## src/rtl/adcctl_pkg.sv

```systemverilog
// Purpose: Shared constants and types for the converter control block
// Assumes: 8-bit registers on a 32-bit classic Wishbone bus, one word each
// Notes: Offsets 0xD0 and 0xD1 are register indices; byte address is four times

package adcctl_pkg;

    // Register indices and byte addresses
    localparam logic [7:0] ADCCTL_IDX_RESULT = 8'hD0;
    localparam logic [7:0] ADCCTL_IDX_CONTROL = 8'hD1;
    localparam logic [7:0] ADCCTL_IDX_IRQ_STATUS = 8'hD2;
    localparam logic [7:0] ADCCTL_IDX_IRQ_MASK = 8'hD3;
    localparam logic [9:0] ADCCTL_ADDR_RESULT = {ADCCTL_IDX_RESULT, 2'b00};
    localparam logic [9:0] ADCCTL_ADDR_CONTROL = {ADCCTL_IDX_CONTROL, 2'b00};
    localparam logic [9:0] ADCCTL_ADDR_IRQ_STATUS = {ADCCTL_IDX_IRQ_STATUS, 2'b00};
    localparam logic [9:0] ADCCTL_ADDR_IRQ_MASK = {ADCCTL_IDX_IRQ_MASK, 2'b00};

    // Control register field positions
    localparam int ADCCTL_BIT_IRQ_EN = 7;
    localparam int ADCCTL_BIT_DONE = 6;
    localparam int ADCCTL_BIT_BEGIN = 5;
    localparam int ADCCTL_BIT_POWER = 4;
    localparam int ADCCTL_BIT_OSC_OFF = 2;

    // Reset values
    localparam logic [7:0] ADCCTL_CONTROL_RESET = 8'h40;
    localparam logic [7:0] ADCCTL_RESULT_RESET = 8'h00;

    // Interrupt status bit positions
    localparam int ADCCTL_IRQ_DONE = 0;
    localparam int ADCCTL_IRQ_WIDTH = 1;

    // Conversion timing: 70 us typical
    localparam int ADCCTL_CONV_TIME_NS = 70000;
    localparam int ADCCTL_CLK_PERIOD_NS = 10;
    localparam int ADCCTL_CONV_CYCLES = ADCCTL_CONV_TIME_NS / ADCCTL_CLK_PERIOD_NS;

    typedef struct packed {
        logic [9:0] addr;
        logic we;
        logic [3:0] sel;
        logic [31:0] wdata;
    } adcctl_req_t;

    typedef struct packed {
        logic start;
        logic powerOn;
    } adcctl_conv_cmd_t;

    typedef struct packed {
        logic done;
        logic [7:0] result;
    } adcctl_conv_rsp_t;

endpackage

```

## src/rtl/adcctl_wb_slave.sv

```systemverilog
// Purpose: Classic Wishbone slave front end, one-cycle registered ack
// Assumes: Master holds the request until ack is seen
// Notes: Emits a one-cycle access strobe when the request is taken

`timescale 1ns/1ns
`default_nettype none

module adcctl_wb_slave
    import adcctl_pkg::*;
(
    // Clock and reset
    input wire logic clk_sys,
    input wire logic reset,
    // Wishbone
    input wire logic wb_cyc_i,
    input wire logic wb_stb_i,
    input wire logic wb_we_i,
    input wire logic [3:0] wb_sel_i,
    input wire logic [31:0] wb_adr_i,
    input wire logic [31:0] wb_dat_i,
    output logic wb_ack_o,
    // Register side
    output logic accessStrobe,
    output adcctl_req_t request
);

    wire requestLive = wb_cyc_i && wb_stb_i && !wb_ack_o;

    // Taken once; ack masks the strobe in its own cycle so a held request is not taken twice
    assign accessStrobe = requestLive;
    assign request = '{addr: wb_adr_i[9:0], we: wb_we_i, sel: wb_sel_i, wdata: wb_dat_i};

    always_ff @(posedge clk_sys) begin
        if (reset) begin
            wb_ack_o <= 1'b0;
        end else begin
            wb_ack_o <= requestLive;
        end
    end

endmodule

`default_nettype wire

```

## src/rtl/adcctl_timer.sv

```systemverilog
// Purpose: Conversion sequencer standing in for the analog converter timing
// Assumes: Restart may arrive at any time and aborts the running count
// Notes: Done pulse is one cycle when the count expires with power on

`timescale 1ns/1ns
`default_nettype none

module adcctl_timer
    import adcctl_pkg::*;
#(
    parameter int CONV_CYCLES = ADCCTL_CONV_CYCLES
) (
    // Clock and reset
    input wire logic clk_sys,
    input wire logic reset,
    // Control
    input wire logic restart,
    input wire logic powerOn,
    // Status
    output logic busy,
    output logic expired
);

    localparam int CW = $clog2(CONV_CYCLES + 1);
    localparam logic [CW-1:0] LAST = CW'(CONV_CYCLES - 1);

    logic [CW-1:0] count;

    wire atEnd = busy && (count == LAST);

    always_ff @(posedge clk_sys) begin
        if (reset || !powerOn) begin
            busy <= 1'b0;
            count <= '0;
            expired <= 1'b0;
        end else begin
            expired <= atEnd && !restart;
            if (restart) begin
                busy <= 1'b1;
                count <= '0;
            end else if (atEnd) begin
                busy <= 1'b0;
            end else if (busy) begin
                count <= count + CW'(1);
            end
        end
    end

endmodule

`default_nettype wire

```

## src/rtl/adcctl_top.sv

```systemverilog
// Purpose: Control and status logic of an 8-bit successive-approximation converter
// Assumes: Core clock 100 MHz, synchronous active-high reset, classic Wishbone
// Notes: Analog core result byte and done indication arrive as synchronous inputs
//
// Chosen here: register access over Wishbone.

`timescale 1ns/1ns
`default_nettype none

module adcctl_top
    import adcctl_pkg::*;
#(
    parameter int CONV_CYCLES = ADCCTL_CONV_CYCLES
) (
    // Clock and reset
    input wire logic clk_sys,
    input wire logic reset,
    // Wishbone slave
    input wire logic wb_cyc_i,
    input wire logic wb_stb_i,
    input wire logic wb_we_i,
    input wire logic [3:0] wb_sel_i,
    input wire logic [31:0] wb_adr_i,
    input wire logic [31:0] wb_dat_i,
    output logic [31:0] wb_dat_o,
    output logic wb_ack_o,
    // Analog converter core
    output adcctl_conv_cmd_t convCmd,
    input wire adcctl_conv_rsp_t convRsp,
    // Clock system and interrupt
    output logic mainOscDisable,
    output logic irq
);

    adcctl_req_t request;
    logic accessStrobe;
    logic ackInternal;

    adcctl_wb_slave u_slave (
        .clk_sys(clk_sys),
        .reset(reset),
        .wb_cyc_i(wb_cyc_i),
        .wb_stb_i(wb_stb_i),
        .wb_we_i(wb_we_i),
        .wb_sel_i(wb_sel_i),
        .wb_adr_i(wb_adr_i),
        .wb_dat_i(wb_dat_i),
        .wb_ack_o(ackInternal),
        .accessStrobe(accessStrobe),
        .request(request)
    );

    assign wb_ack_o = ackInternal;

    // Control and status state
    logic doneIrqEnable;
    logic convDone;
    logic converterPowerOn;
    logic [7:0] conversionResult;
    logic [ADCCTL_IRQ_WIDTH-1:0] irqStatus;
    logic [ADCCTL_IRQ_WIDTH-1:0] irqMask;
    logic busy;
    logic expired;

    // Decode
    wire writeLow = accessStrobe && request.we && request.sel[0];
    wire hitControl = request.addr == ADCCTL_ADDR_CONTROL;
    wire hitResult = request.addr == ADCCTL_ADDR_RESULT;
    wire hitStatus = request.addr == ADCCTL_ADDR_IRQ_STATUS;
    wire hitMask = request.addr == ADCCTL_ADDR_IRQ_MASK;
    wire writeControl = writeLow && hitControl;
    wire [7:0] wByte = request.wdata[7:0];
    wire beginConversion = writeControl && wByte[ADCCTL_BIT_BEGIN];
    wire [ADCCTL_IRQ_WIDTH-1:0] statusClear = (writeLow && hitStatus)
        ? wByte[ADCCTL_IRQ_WIDTH-1:0] : '0;

    // Completion counts only from a powered, live conversion
    wire completion = convRsp.done && busy && converterPowerOn && !beginConversion;
    wire doneEvent = completion || expired;
    wire [ADCCTL_IRQ_WIDTH-1:0] irqSet = ADCCTL_IRQ_WIDTH'(doneEvent);

    // Busy stays low while powered off, so no result appears then
    // An early done from the core stops the count, so no second event follows
    adcctl_timer #(
        .CONV_CYCLES(CONV_CYCLES)
    ) u_timer (
        .clk_sys(clk_sys),
        .reset(reset),
        .restart(beginConversion && converterPowerOn),
        .powerOn(converterPowerOn && !completion),
        .busy(busy),
        .expired(expired)
    );

    // Control register write side; done flag is never written by software
    always_ff @(posedge clk_sys) begin
        if (reset) begin
            doneIrqEnable <= ADCCTL_CONTROL_RESET[ADCCTL_BIT_IRQ_EN];
            converterPowerOn <= ADCCTL_CONTROL_RESET[ADCCTL_BIT_POWER];
            mainOscDisable <= ADCCTL_CONTROL_RESET[ADCCTL_BIT_OSC_OFF];
        end else if (writeControl) begin
            doneIrqEnable <= wByte[ADCCTL_BIT_IRQ_EN];
            converterPowerOn <= wByte[ADCCTL_BIT_POWER];
            mainOscDisable <= wByte[ADCCTL_BIT_OSC_OFF];
        end
    end

    // Done flag: set by hardware, cleared only by a start; set wins
    always_ff @(posedge clk_sys) begin
        if (reset) begin
            convDone <= ADCCTL_CONTROL_RESET[ADCCTL_BIT_DONE];
        end else if (doneEvent) begin
            convDone <= 1'b1;
        end else if (beginConversion) begin
            convDone <= 1'b0;
        end
    end

    // Result loads with the flag and holds until the next completion
    always_ff @(posedge clk_sys) begin
        if (reset) begin
            conversionResult <= ADCCTL_RESULT_RESET;
        end else if (doneEvent) begin
            conversionResult <= convRsp.result;
        end
    end

    // Sticky event status, write one to clear, set wins over clear
    always_ff @(posedge clk_sys) begin
        if (reset) begin
            irqStatus <= '0;
            irqMask <= '0;
        end else begin
            irqStatus <= (irqStatus & ~statusClear) | irqSet;
            if (writeLow && hitMask) begin
                irqMask <= wByte[ADCCTL_IRQ_WIDTH-1:0];
            end
        end
    end

    // Level request: the flag-based path follows the enable, so clearing the
    // enable alone silences it; the sticky path adds a mask for extra events
    wire next_irq = (doneIrqEnable && convDone)
        || |(irqStatus & irqMask);

    always_ff @(posedge clk_sys) begin
        if (reset) begin
            irq <= 1'b0;
        end else begin
            irq <= next_irq;
        end
    end

    // Commands to the analog core
    wire [1:0] next_cmd = {beginConversion && converterPowerOn, converterPowerOn};

    always_ff @(posedge clk_sys) begin
        if (reset) begin
            convCmd <= '0;
        end else begin
            convCmd <= next_cmd;
        end
    end

    // Read mux; start bit and reserved bits read as zero
    wire [7:0] controlRead = {doneIrqEnable, convDone, 1'b0, converterPowerOn,
        1'b0, mainOscDisable, 2'b00};
    wire [31:0] next_rdata =
        hitControl ? {24'h00_0000, controlRead} :
        hitResult ? {24'h00_0000, conversionResult} :
        hitStatus ? {31'h0000_0000, irqStatus} :
        hitMask ? {31'h0000_0000, irqMask} :
        32'h0000_0000;

    always_ff @(posedge clk_sys) begin
        if (reset) begin
            wb_dat_o <= 32'h0000_0000;
        end else if (accessStrobe && !request.we) begin
            wb_dat_o <= next_rdata;
        end
    end

endmodule

`default_nettype wire

```

## config.mk

```make
export PLATFORM = sky130hd
export DESIGN_NAME = adcctl_top
export DESIGN_NICKNAME = d
export VERILOG_FILES = /design/src/rtl/adcctl_pkg.sv /design/src/rtl/adcctl_wb_slave.sv /design/src/rtl/adcctl_timer.sv /design/src/rtl/adcctl_top.sv
export SDC_FILE = /design/constraint.sdc
export NUM_CORES = 1
export LEC_CHECK = 0
export ABC_AREA = 1
export ABC_CLOCK_PERIOD_IN_PS = 3200
export BUFFER_PORTS_ARGS = -buffer_cell sky130_fd_sc_hd__buf_2
export CAP_MARGIN = 20
export CORE_MARGIN = 2
export CORE_UTILIZATION = 48
export CTS_CLUSTER_SIZE = 10
export DETAILED_ROUTE_END_ITERATION = 16
export GPL_TIMING_DRIVEN = 1
export MAX_ROUTING_LAYER = met4
export PLACE_DENSITY = 0.93
export SLEW_MARGIN = 15
export SYNTH_ARGS = -nofsm -noshare
export SYNTH_HDL_FRONTEND = slang
export SYNTH_SLANG_ARGS = --single-unit
```

## constraint.sdc

```tcl
create_clock -name clk_sys -period 3.2 [get_ports clk_sys]
set_input_delay 0.64 -clock clk_sys [delete_from_list [all_inputs] [get_ports clk_sys]]
set_output_delay 0.64 -clock clk_sys [all_outputs]
set_load 0.005 [all_outputs]
```

==> results.py, run 1 <==
metrics = {
    "power_and_ir_drop": {
        "p_int_mw": 0.690,
        "swShare_pct": 23.1,
        "pwr-share-comb_pct": 6.4,
        "pwr_density_cell_nw_per_um2": 362,
        "power.switching_mw": 0.207,
        "irDropWorstVdd_mv": 0.291,
        "p_clk_share_pct": 36.1,
        "seqPwrFrac_pct": 57.4,
        "p_leak_nw": 1.05,
    },
    "setup_path": {
        "cp-end-kind": "register",
        "crit_buf_inv": 1,
        "cp_max_fo": 15,
        "r2r-end": "u_timer.busy",
        "r2r_slack_ns": 1.19,
        "crit_path_max_incr_delay_ns": 0.40,
        "required_ns": 3.39,
        "crit_path_frequent_cell": "nor2_1",
        "crit_slowest_cell": "dfxtp_1",
        "reg2regPathDepth": 8,
        "r2r-start": "u_timer.count[0]",
        "crit_type": "register to register",
        "cp-start-kind": "register",
        "cp_top_family": "simple AND/OR/NAND/NOR gates",
        "cp.arrival_ns": 2.20,
        "crit_chain": "ha_1, nand2_1, nor3_1, nand3_1, nand2_2, inv_1, nor2_1, nor2_1",
        "cp-startpoint": "u_timer.count[0]",
    },
    "synth": {
        "ys_ff_latch": 41,
        "netlist-cell-type-count": 30,
        "yosysWarningCount": 0,
        "syn-mean-instance-area_um2": 7.06,
        "netlist_instances": 324,
        "ys_seq_area_share_pct": 35.9,
        "syn_area_um2": 2290,
    },
    "layout": {
        "finish.utilization_pct": 53.2,
        "drive_above_1_share_pct": 19.7,
        "antenna_cells": 0,
        "num-nets-final": 447,
        "synthToLayoutAreaGrowth_pct": 8.31,
        "num-fill-cells": 430,
    },
    "global_route": {
        "grt_overflow_total": 0,
        "grt_use_total_pct": 19.1,
        "grt_pass1_vias": 1829,
        "grt_pass1_wl_um": 7750,
        "antenna_found_initial": 0,
        "grt_max_degree": 21,
    },
    "clocking": {
        "cts_made_buffers": 5,
        "cts_root_buf": "clkbuf_8",
        "cts_buffer_depth": 2,
        "cts_sinks": 41,
        "clkLatencyLatePin_ns": 0.30,
        "postCtsSetupBuffers": 0,
        "cts_resized": 0,
        "ctsHoldBuffers": 0,
        "cts_tree": "built",
        "path_clk_slew_ns": 0.08,
        "h-tree-depth": 2,
    },
    "place": {
        "port_buffers": 42,
        "gp_congestion": 0.886,
        "dp_hpwl_um": 3430,
    },
    "die": {
        "ios": 119,
        "dieArea_um2": 5340,
        "core_um2": 4660,
        "initial_core_util_pct": 49.1,
        "die_h_um": 73.0,
        "die_w_um": 73.0,
        "placementRows": 25,
    },
    "sta": {
        "final.min_clock_period_ns": 2.01,
        "fin_crit_sh_pct": 62.7,
        "tns_ns": 0,
        "maxSlewViolCount": 0,
        "finClkSkew_ns": 0.0124,
        "rsz0062_at_grt": "false",
        "max_freq_mhz": 499,
        "hold_violations": 0,
        "setup_viol": 0,
    },
    "detailed_routing": {
        "wl_um": 4610,
        "avgRoutedWirePerCell_um": 11.0,
        "vias_per_cell": 4.93,
        "route.vias.total": 2065,
        "first_pass_iters": 4,
        "drc": 0,
        "drtIter0Drc": 106,
        "antenna_left": 0,
    },
    "run_status": {
        "status": "completed",
    },
    "flow_run": {
        "maxCapViolCount": 0,
    },
    "worst_hold_path": {
        "hold_depth": 2,
        "worstHoldEndpoint": "wb_dat_o[3]",
        "hold_start": "conversionResult[3]",
        "hp-class": "register to register",
    },
}
==> placed cells by master, fill, tap and decap left out, drive strengths merged <==
cell type and count:
nand2 68, nor2 47, buf 42, dfxtp 41, inv 36, nand3 31
a21oi 29, conb 24, o21ai 16, nor3 10, clkbuf 8, nand4 6
xor2 5, clkinv 1, ha 1
==> worst reg2reg max path, cell delays in order (launching register included) <==
cell     delay [ns]
dfxtp_1        0.40
ha_1           0.32
nand2_1        0.08
nor3_1         0.21
nand3_1        0.12
nand2_2        0.25
inv_1          0.27
nor2_1         0.19
nor2_1         0.06
==> synthesized netlist by cell type <==
cell | instances | area, um2
buf_6 | 1 | 11.3
conb_1 | 1 | 3.75
clkbuf_1 | 1 | 3.75
a21oi_2 | 7 | 61.3
inv_1 | 34 | 128
dfxtp_1 | 41 | 821
buf_2 | 1 | 5.00
o21ai_0 | 16 | 80.1
nor3_1 | 9 | 45.0
nor3_2 | 1 | 10.0
a21oi_1 | 22 | 110
clkinv_1 | 1 | 3.75
inv_2 | 2 | 7.51
ha_1 | 1 | 12.5
buf_1 | 1 | 3.75
buf_8 | 1 | 15.0
nand3_1 | 29 | 145
nor2_2 | 6 | 37.5
nor2_4 | 2 | 22.5
nand4_1 | 5 | 31.3
nor2_8 | 1 | 20.0
buf_4 | 26 | 195
nand2_4 | 1 | 11.3
buf_12 | 1 | 20.0
nor2_1 | 38 | 143
nand3_2 | 2 | 20.0
nand2_2 | 2 | 12.5
nand2_1 | 65 | 244
xor2_1 | 5 | 43.8
nand4_4 | 1 | 21.3
==> stage by stage <==
stage / worst slack [ns] / power [mW] / hold WS [ns] / instance area [um2] / cells
2_1_floorplan: 1.56 / 0.578 / 0.437 / 2370 / 347
3_3_place_gp: 1.03 / 0.582 / 0.451 / 2400 / 411
3_5_place_dp: 0.952 / 0.584 / 0.453 / 2400 / 411
4_1_cts: 1.20 / 0.901 / 0.463 / 2480 / 419
5_1_grt: 0.912 / 0.933 / 0.485 / 2480 / 419
6_report: 1.19 / 0.897 / 0.462 / 2480 / 419
==> power by group through the flow <==
stage	logic (mW)	registers, mW	clock network (mW)
6_report	0.0578	0.515	0.324
5_1_grt	0.0654	0.515	0.352
4_1_cts	0.0578	0.515	0.328
3_5_place_dp	0.0575	0.527	0
3_3_place_gp	0.0553	0.527	0
2_1_floorplan	0.0503	0.527	0
==> state kept, by name, summed over array words and instances, names as in the netlist <==
name / count
convCmd: 2
convDone: 1
conversionResult: 8
converterPowerOn: 1
doneIrqEnable: 1
irq: 1
irqMask: 1
irqStatus: 1
mainOscDisable: 1
u_slave.wb_ack_o: 1
u_timer.busy: 1
u_timer.count: 13
u_timer.expired: 1
wb_dat_o: 8
==> worst max path at each step <==
stage                     cells after the start  slack (ns)                   to
after floorplan                              10        1.56  conversionResult[0]
after global placement                        8        1.03     u_timer.count[0]
after detailed placement                      8        0.95     u_timer.count[1]
after CTS                                     8        1.20         u_timer.busy
after global routing                          9        0.91     u_timer.count[8]
final                                         8        1.19         u_timer.busy
==> final cells by class <==
type                            instances  area, um2  share of cell area, %
Timing Repair Buffer                   42        210                   8.48
Tap cell                               54       67.6                   2.73
Clock buffer                            8       80.1                   3.23
Sequential cell                        41        821                   33.1
Inverter                               37        139                   5.60
Multi-Input combinational cell        237       1160                   46.8
==> cell families (layout without fill, tap and decap cells) <==
| logic type | Yosys count | count (layout) | synth area share, % |
|---|---|---|---|
| AO/OA/AOI/OAI | 45 | 45 | 11.0 |
| XOR/XNOR | 5 | 5 | 1.91 |
| adder cells (fa/ha/maj) | 1 | 1 | 0.547 |
| buffers and inverters | 69 | 87 | 17.2 |
| flip-flops | 41 | 41 | 35.9 |
| other | 1 | 24 | 0.164 |
| AND/OR/NAND/NOR | 162 | 162 | 33.4 |
==> per-layer routing <==
metal / GRT usage, % / part of all wire (%) / vias up
met1: 20.6 / 40 / 939
met3: 4.42 / 5.1 / 6
met5: - / 0 / -
met4: 7.20 / 1.2 / 0
li1: - / - / 1061
met2: 33.8 / 53 / 59
Power figures use the tool's default switching activity.
==> inputs of run 2 (changes only) <==
ABC_CLOCK_PERIOD_IN_PS = 2100   (was 3200)
CORE_UTILIZATION = 45   (was 48)
PLACE_DENSITY = 0.89   (was 0.93)
clock period = 2.1 ns   (was 3.2 ns; I/O delays follow)
==> run 2 against run 1 <==
Hold slack lost 0.12 ns. Sequential share of layout area shrank 0.69 points. Clock-buffer cell count shrank 1. Register-to-register slack lost 0.83 ns. Clock power grew 61%. Utilization shrank 0.64 points. Design area grew 2.1%. Global-route usage shrank 0.90 points. Die area grew 6.3%. Routed wire length shrank 2.5%.
==> results.py, run 2 (same netlist as run 1, synthesis figures left out) <==
metrics = {
    "clocking": {
        "cts_tree": "built",
        "postCtsSetupBuffers": 0,
        "path_clk_slew_ns": 0.08,
        "cts_sinks": 41,
        "ctsHoldBuffers": 0,
        "cts_buffer_depth": 2,
        "cts_resized": 0,
        "cts_root_buf": "clkbuf_8",
        "cts_made_buffers": 5,
        "h-tree-depth": 2,
        "clkLatencyLatePin_ns": 0.29,
    },
    "sta": {
        "tns_ns": 0,
        "max_freq_mhz": 575,
        "hold_violations": 0,
        "fin_crit_sh_pct": 82.8,
        "rsz0062_at_grt": "false",
        "final.min_clock_period_ns": 1.74,
        "finClkSkew_ns": 0.00352,
        "setup_viol": 0,
        "maxSlewViolCount": 0,
    },
    "detailed_routing": {
        "wl_met3_um": 281,
        "avgRoutedWirePerCell_um": 10.3,
        "top_layer_used": "met4",
        "first_pass_iters": 4,
        "wl_um": 4500,
        "drtIter0Drc": 111,
        "wl_met1_um": 2020,
        "antenna_left": 0,
        "route.vias.total": 2064,
        "drc": 0,
        "met2_length_um": 2130,
        "vias_per_cell": 4.74,
    },
    "place": {
        "dp_hpwl_um": 3330,
        "gp_congestion": 0.935,
        "port_buffers": 42,
    },
    "die": {
        "die_h_um": 75.3,
        "core_um2": 4820,
        "die_w_um": 75.3,
        "placementRows": 25,
        "dieArea_um2": 5670,
        "ios": 119,
        "initial_core_util_pct": 47.5,
    },
    "worst_hold_path": {
        "hp-class": "input pin to register",
    },
    "setup_path": {
        "r2r-start": "u_timer.count[0]",
        "required_ns": 2.34,
        "cp-end-kind": "register",
        "r2r_slack_ns": 0.36,
        "cp_max_fo": 13,
        "cp.arrival_ns": 1.98,
        "cp-startpoint": "u_timer.count[0]",
        "crit_type": "register to register",
        "r2r-end": "u_timer.count[8]",
        "cp-endpoint": "u_timer.count[8]",
        "cp-start-kind": "register",
        "reg2regPathDepth": 9,
    },
    "layout": {
        "largest_reg_flops": 13,
        "reg.largest.list": "u_timer.count x13, conversionResult x8, wb_dat_o x8",
        "multi_input_area_um2": 1160,
        "drive_above_1_share_pct": 20.9,
        "num-fill-cells": 455,
        "antenna_cells": 0,
        "num-nets-final": 451,
        "regMostFlops": "u_timer.count",
        "final_common_cell": "nand2_1",
        "synthToLayoutAreaGrowth_pct": 10.6,
        "regArea_um2": 821,
        "layout_common_cells": "nand2_1, buf_2, dfxtp_1",
    },
    "global_route": {
        "grt_pass1_wl_um": 7720,
        "grt_max_degree": 20,
        "grt_use_total_pct": 18.2,
        "grt_overflow_total": 0,
        "grt_pass1_vias": 1813,
        "antenna_found_initial": 0,
    },
    "power_and_ir_drop": {
        "pwr_density_cell_nw_per_um2": 551,
        "irDropWorstVdd_mv": 0.315,
        "total_power_mw": 1.39,
        "p_int_mw": 1.08,
        "p_leak_nw": 1.07,
        "p_clk_share_pct": 37.5,
        "swShare_pct": 22.8,
        "seqPwrFrac_pct": 56.3,
        "pwr-share-comb_pct": 6.3,
        "power.switching_mw": 0.318,
    },
    "flow_run": {
        "maxCapViolCount": 0,
    },
    "run_status": {
        "status": "completed",
    },
}
## run 2: cell types whose count changed in the layout (fill, tap and decap cells not counted), sizes merged
cell / before / now
buf: 42 / 46
clkbuf: 8 / 7
## run 2: worst max-delay path, cell delays in order, from the launching register on
cell and delay (ns):
dfxtp_1 0.40, ha_1 0.22, nand2_1 0.06, nor3_1 0.29, nand3_1 0.15, nand2_2 0.10, inv_1 0.18, nor2_1 0.15
nor2_1 0.06, nor2_2 0.07
## run 2: stage by stage
stage                     setup WS, ns  std cells  hold WS, ns  instance area (um2)  utilization, %
after floorplan                  0.566        347        0.437                 2370               -
after CTS                        0.374        435        0.338                 2530            52.5
after global placement           0.324        428        0.449                 2440            50.8
final                            0.361        435        0.341                 2530            52.5
after global routing             0.197        435        0.345                 2530            52.5
after detailed placement         0.273        428        0.457                 2440            50.8
## run 2: layer usage
layer	vias to the layer above	global-route usage, %
li1	1071	-
met1	928	21.1
met2	59	30.0
met3	6	5.42
met4	0	6.43
met5	-	-
## run 2: power by group through the flow
stage	logic, mW	registers (mW)	clock network (mW)
2_1_floorplan	0.0767	0.803	0
3_3_place_gp	0.0856	0.803	0
3_5_place_dp	0.0868	0.803	0
4_1_cts	0.0876	0.785	0.531
5_1_grt	0.102	0.785	0.573
6_report	0.0878	0.785	0.522
## run 2: how the worst min path moves through the flow
stage	from	to	slack [ns]	cells past startpoint
2_1_floorplan	irqMask	irqMask	0.44	2
3_3_place_gp	conversionResult[1]	wb_dat_o[1]	0.45	2
3_5_place_dp	conversionResult[1]	wb_dat_o[1]	0.46	2
4_1_cts	convRsp[5]	conversionResult[5]	0.34	3
5_1_grt	convRsp[1]	conversionResult[1]	0.34	3
6_report	convRsp[0]	conversionResult[0]	0.34	3
## run 2: area by class of cell
cell class | count | area share [%]
multi-input cells | 237 | 45.9
clock buffers | 7 | 3.41
flip-flops and latches | 41 | 32.4
repair buffers | 46 | 9.49
inverters | 37 | 5.49
well taps | 67 | 3.31
==> inputs of run 3 (changes only) <==
ABC_CLOCK_PERIOD_IN_PS = 1700   (was 2100)
clock period = 1.7 ns   (was 2.1 ns; I/O delays follow)
==> run 3 against run 2 <==
Combinational power up 31%. Die area is the same. Design area rose by 4.7%. Clock-buffer cell count shrank 2. Global-route usage is 0.31 points higher. Sequential power rose by 23%. Sequential share of layout area decreased by 1.5 points. Clock power rose by 79%. Via count rose by 2.6%. Non-clock buffer count grew 6. First-iteration DRC count down 1.8%. Highest routed layer unchanged. Total power up 45%.
==> results.py, run 3 (same netlist as run 1, synthesis figures left out) <==
metrics = {
    "run_status": {
        "status": "completed",
    },
    "setup_path": {
        "r2r_slack_ns": 0.17,
        "crit_slowest_cell": "dfxtp_1",
        "cp_top_family": "simple AND/OR/NAND/NOR gates",
        "crit_type": "register to register",
        "cp-start-kind": "register",
        "required_ns": 1.95,
        "cp.arrival_ns": 1.78,
        "crit_buf_inv": 1,
        "crit_path_max_incr_delay_ns": 0.36,
        "cp_max_fo": 13,
        "crit_cells": 9,
        "crit_path_frequent_cell": "nor2_1",
        "cp-end-kind": "register",
        "reg2regPathDepth": 9,
        "crit_chain": "ha_1, nand2_1, nor3_2, nand3_1, nand2_2, inv_1, nor2_1, nor2_1, nor2_2",
    },
    "detailed_routing": {
        "first_pass_iters": 5,
        "route.vias.total": 2118,
        "antenna_left": 0,
        "wl_um": 4760,
        "drtIter0Drc": 109,
        "vias_per_cell": 4.79,
        "drc": 0,
        "avgRoutedWirePerCell_um": 10.8,
    },
    "layout": {
        "reg.largest.list": "u_timer.count x13, conversionResult x8, wb_dat_o x8",
        "num-nets-final": 457,
        "finish.utilization_pct": 55.0,
        "fin_area_um2": 2650,
        "drive_above_1_share_pct": 22.9,
        "antenna_cells": 0,
        "synthToLayoutAreaGrowth_pct": 15.8,
        "num-fill-cells": 453,
        "layout_common_cells": "nand2_1, buf_2, dfxtp_1",
        "final_common_cell": "nand2_1",
        "largest_reg_flops": 13,
        "regMostFlops": "u_timer.count",
    },
    "place": {
        "port_buffers": 42,
        "gp_congestion": 0.903,
        "dpl-instance-area_um2": 2500,
        "dp_hpwl_um": 3490,
    },
    "power_and_ir_drop": {
        "pwr-share-comb_pct": 5.7,
        "swShare_pct": 21.0,
        "seqPwrFrac_pct": 48.0,
        "p_int_mw": 1.59,
        "irDropWorstVdd_mv": 0.463,
        "power.switching_mw": 0.425,
        "pwr_density_cell_nw_per_um2": 762,
        "p_clk_share_pct": 46.3,
        "p_leak_nw": 1.14,
    },
    "sta": {
        "maxSlewViolCount": 0,
        "whs_ns": 0.258,
        "final.min_clock_period_ns": 1.53,
        "setup_viol": 0,
        "fin_crit_sh_pct": 89.9,
        "max_freq_mhz": 654,
        "finClkSkew_ns": 0.00730,
        "tns_ns": 0,
        "hold_violations": 0,
    },
    "clocking": {
        "cts_made_buffers": 5,
        "path_clk_slew_ns": 0.08,
        "cts_root_buf": "clkbuf_8",
        "cts_buffer_depth": 2,
        "clkLatencyLatePin_ns": 0.30,
        "cts_tree": "built",
        "h-tree-depth": 2,
        "cts_sinks": 41,
    },
    "die": {
        "die_h_um": 75.3,
        "die_w_um": 75.3,
        "placementRows": 25,
        "initial_core_util_pct": 47.5,
        "ios": 119,
        "core_um2": 4820,
        "dieArea_um2": 5670,
    },
    "global_route": {
        "grt_pass1_vias": 1899,
        "grt_use_total_pct": 18.5,
        "grt_max_degree": 21,
        "grt_overflow_total": 0,
        "antenna_found_initial": 0,
        "grt_pass1_wl_um": 7960,
    },
    "worst_hold_path": {
        "hp-class": "input pin to register",
        "hold_depth": 3,
    },
    "flow_run": {
        "maxCapViolCount": 0,
    },
}
-- run 3: final timing paths --
kind / startpoint / to
max: u_timer.count[1] / u_timer.count[8]
min: convRsp[5] / conversionResult[5]
max reg2reg: u_timer.count[1] / u_timer.count[8]
min reg2reg: conversionResult[1] / wb_dat_o[1]
-- run 3: layout make-up --
class / count / area, um2 / share of cell area (%)
multi-input cells: 237 / 1170 / 44.3
flip-flops and latches: 41 / 821 / 31.0
well taps: 67 / 83.8 / 3.16
repair buffers: 52 / 298 / 11.2
inverters: 37 / 139 / 5.24
clock buffers: 5 / 68.8 / 2.60
clock inverters: 3 / 65.1 / 2.46
-- run 3: per-stage QoR --
step / cells / power, mW / worst slack (ns)
2_1_floorplan: 347 / 1.09 / 0.166
3_3_place_gp: 434 / 1.10 / 0.135
3_5_place_dp: 434 / 1.11 / 0.0589
4_1_cts: 442 / 2.03 / 0.118
5_1_grt: 442 / 2.09 / -0.00783
6_report: 442 / 2.02 / 0.171
-- run 3: worst min-delay path: stages --
cell     delay (ns)
buf_2          0.08
a21oi_1        0.03
nor2_1         0.08
-- run 3: power groups by stage --
stage | Sequential, mW | Combinational (mW) | Clock (mW)
2_1_floorplan | 0.992 | 0.0947 | 0
3_3_place_gp | 0.992 | 0.110 | 0
3_5_place_dp | 0.992 | 0.113 | 0
4_1_cts | 0.969 | 0.114 | 0.950
5_1_grt | 0.970 | 0.132 | 0.992
6_report | 0.969 | 0.115 | 0.936
-- run 3: metal layers --
layer / track usage, % / vias to the layer above / routed length [um]
met1: 21.7 / 955 / 2060
met5: - / - / 0
met2: 31.9 / 78 / 2350
met4: 4.68 / 0 / 34
li1: - / 1081 / -
met3: 4.50 / 4 / 316
-- run 3: what timing repair did --
action,CTS,global route
hold endpoints to repair,0,0
endpoints found under the setup margin,0,12
buffers inserted,0,0
hold buffers,0,0
resized for setup,0,2
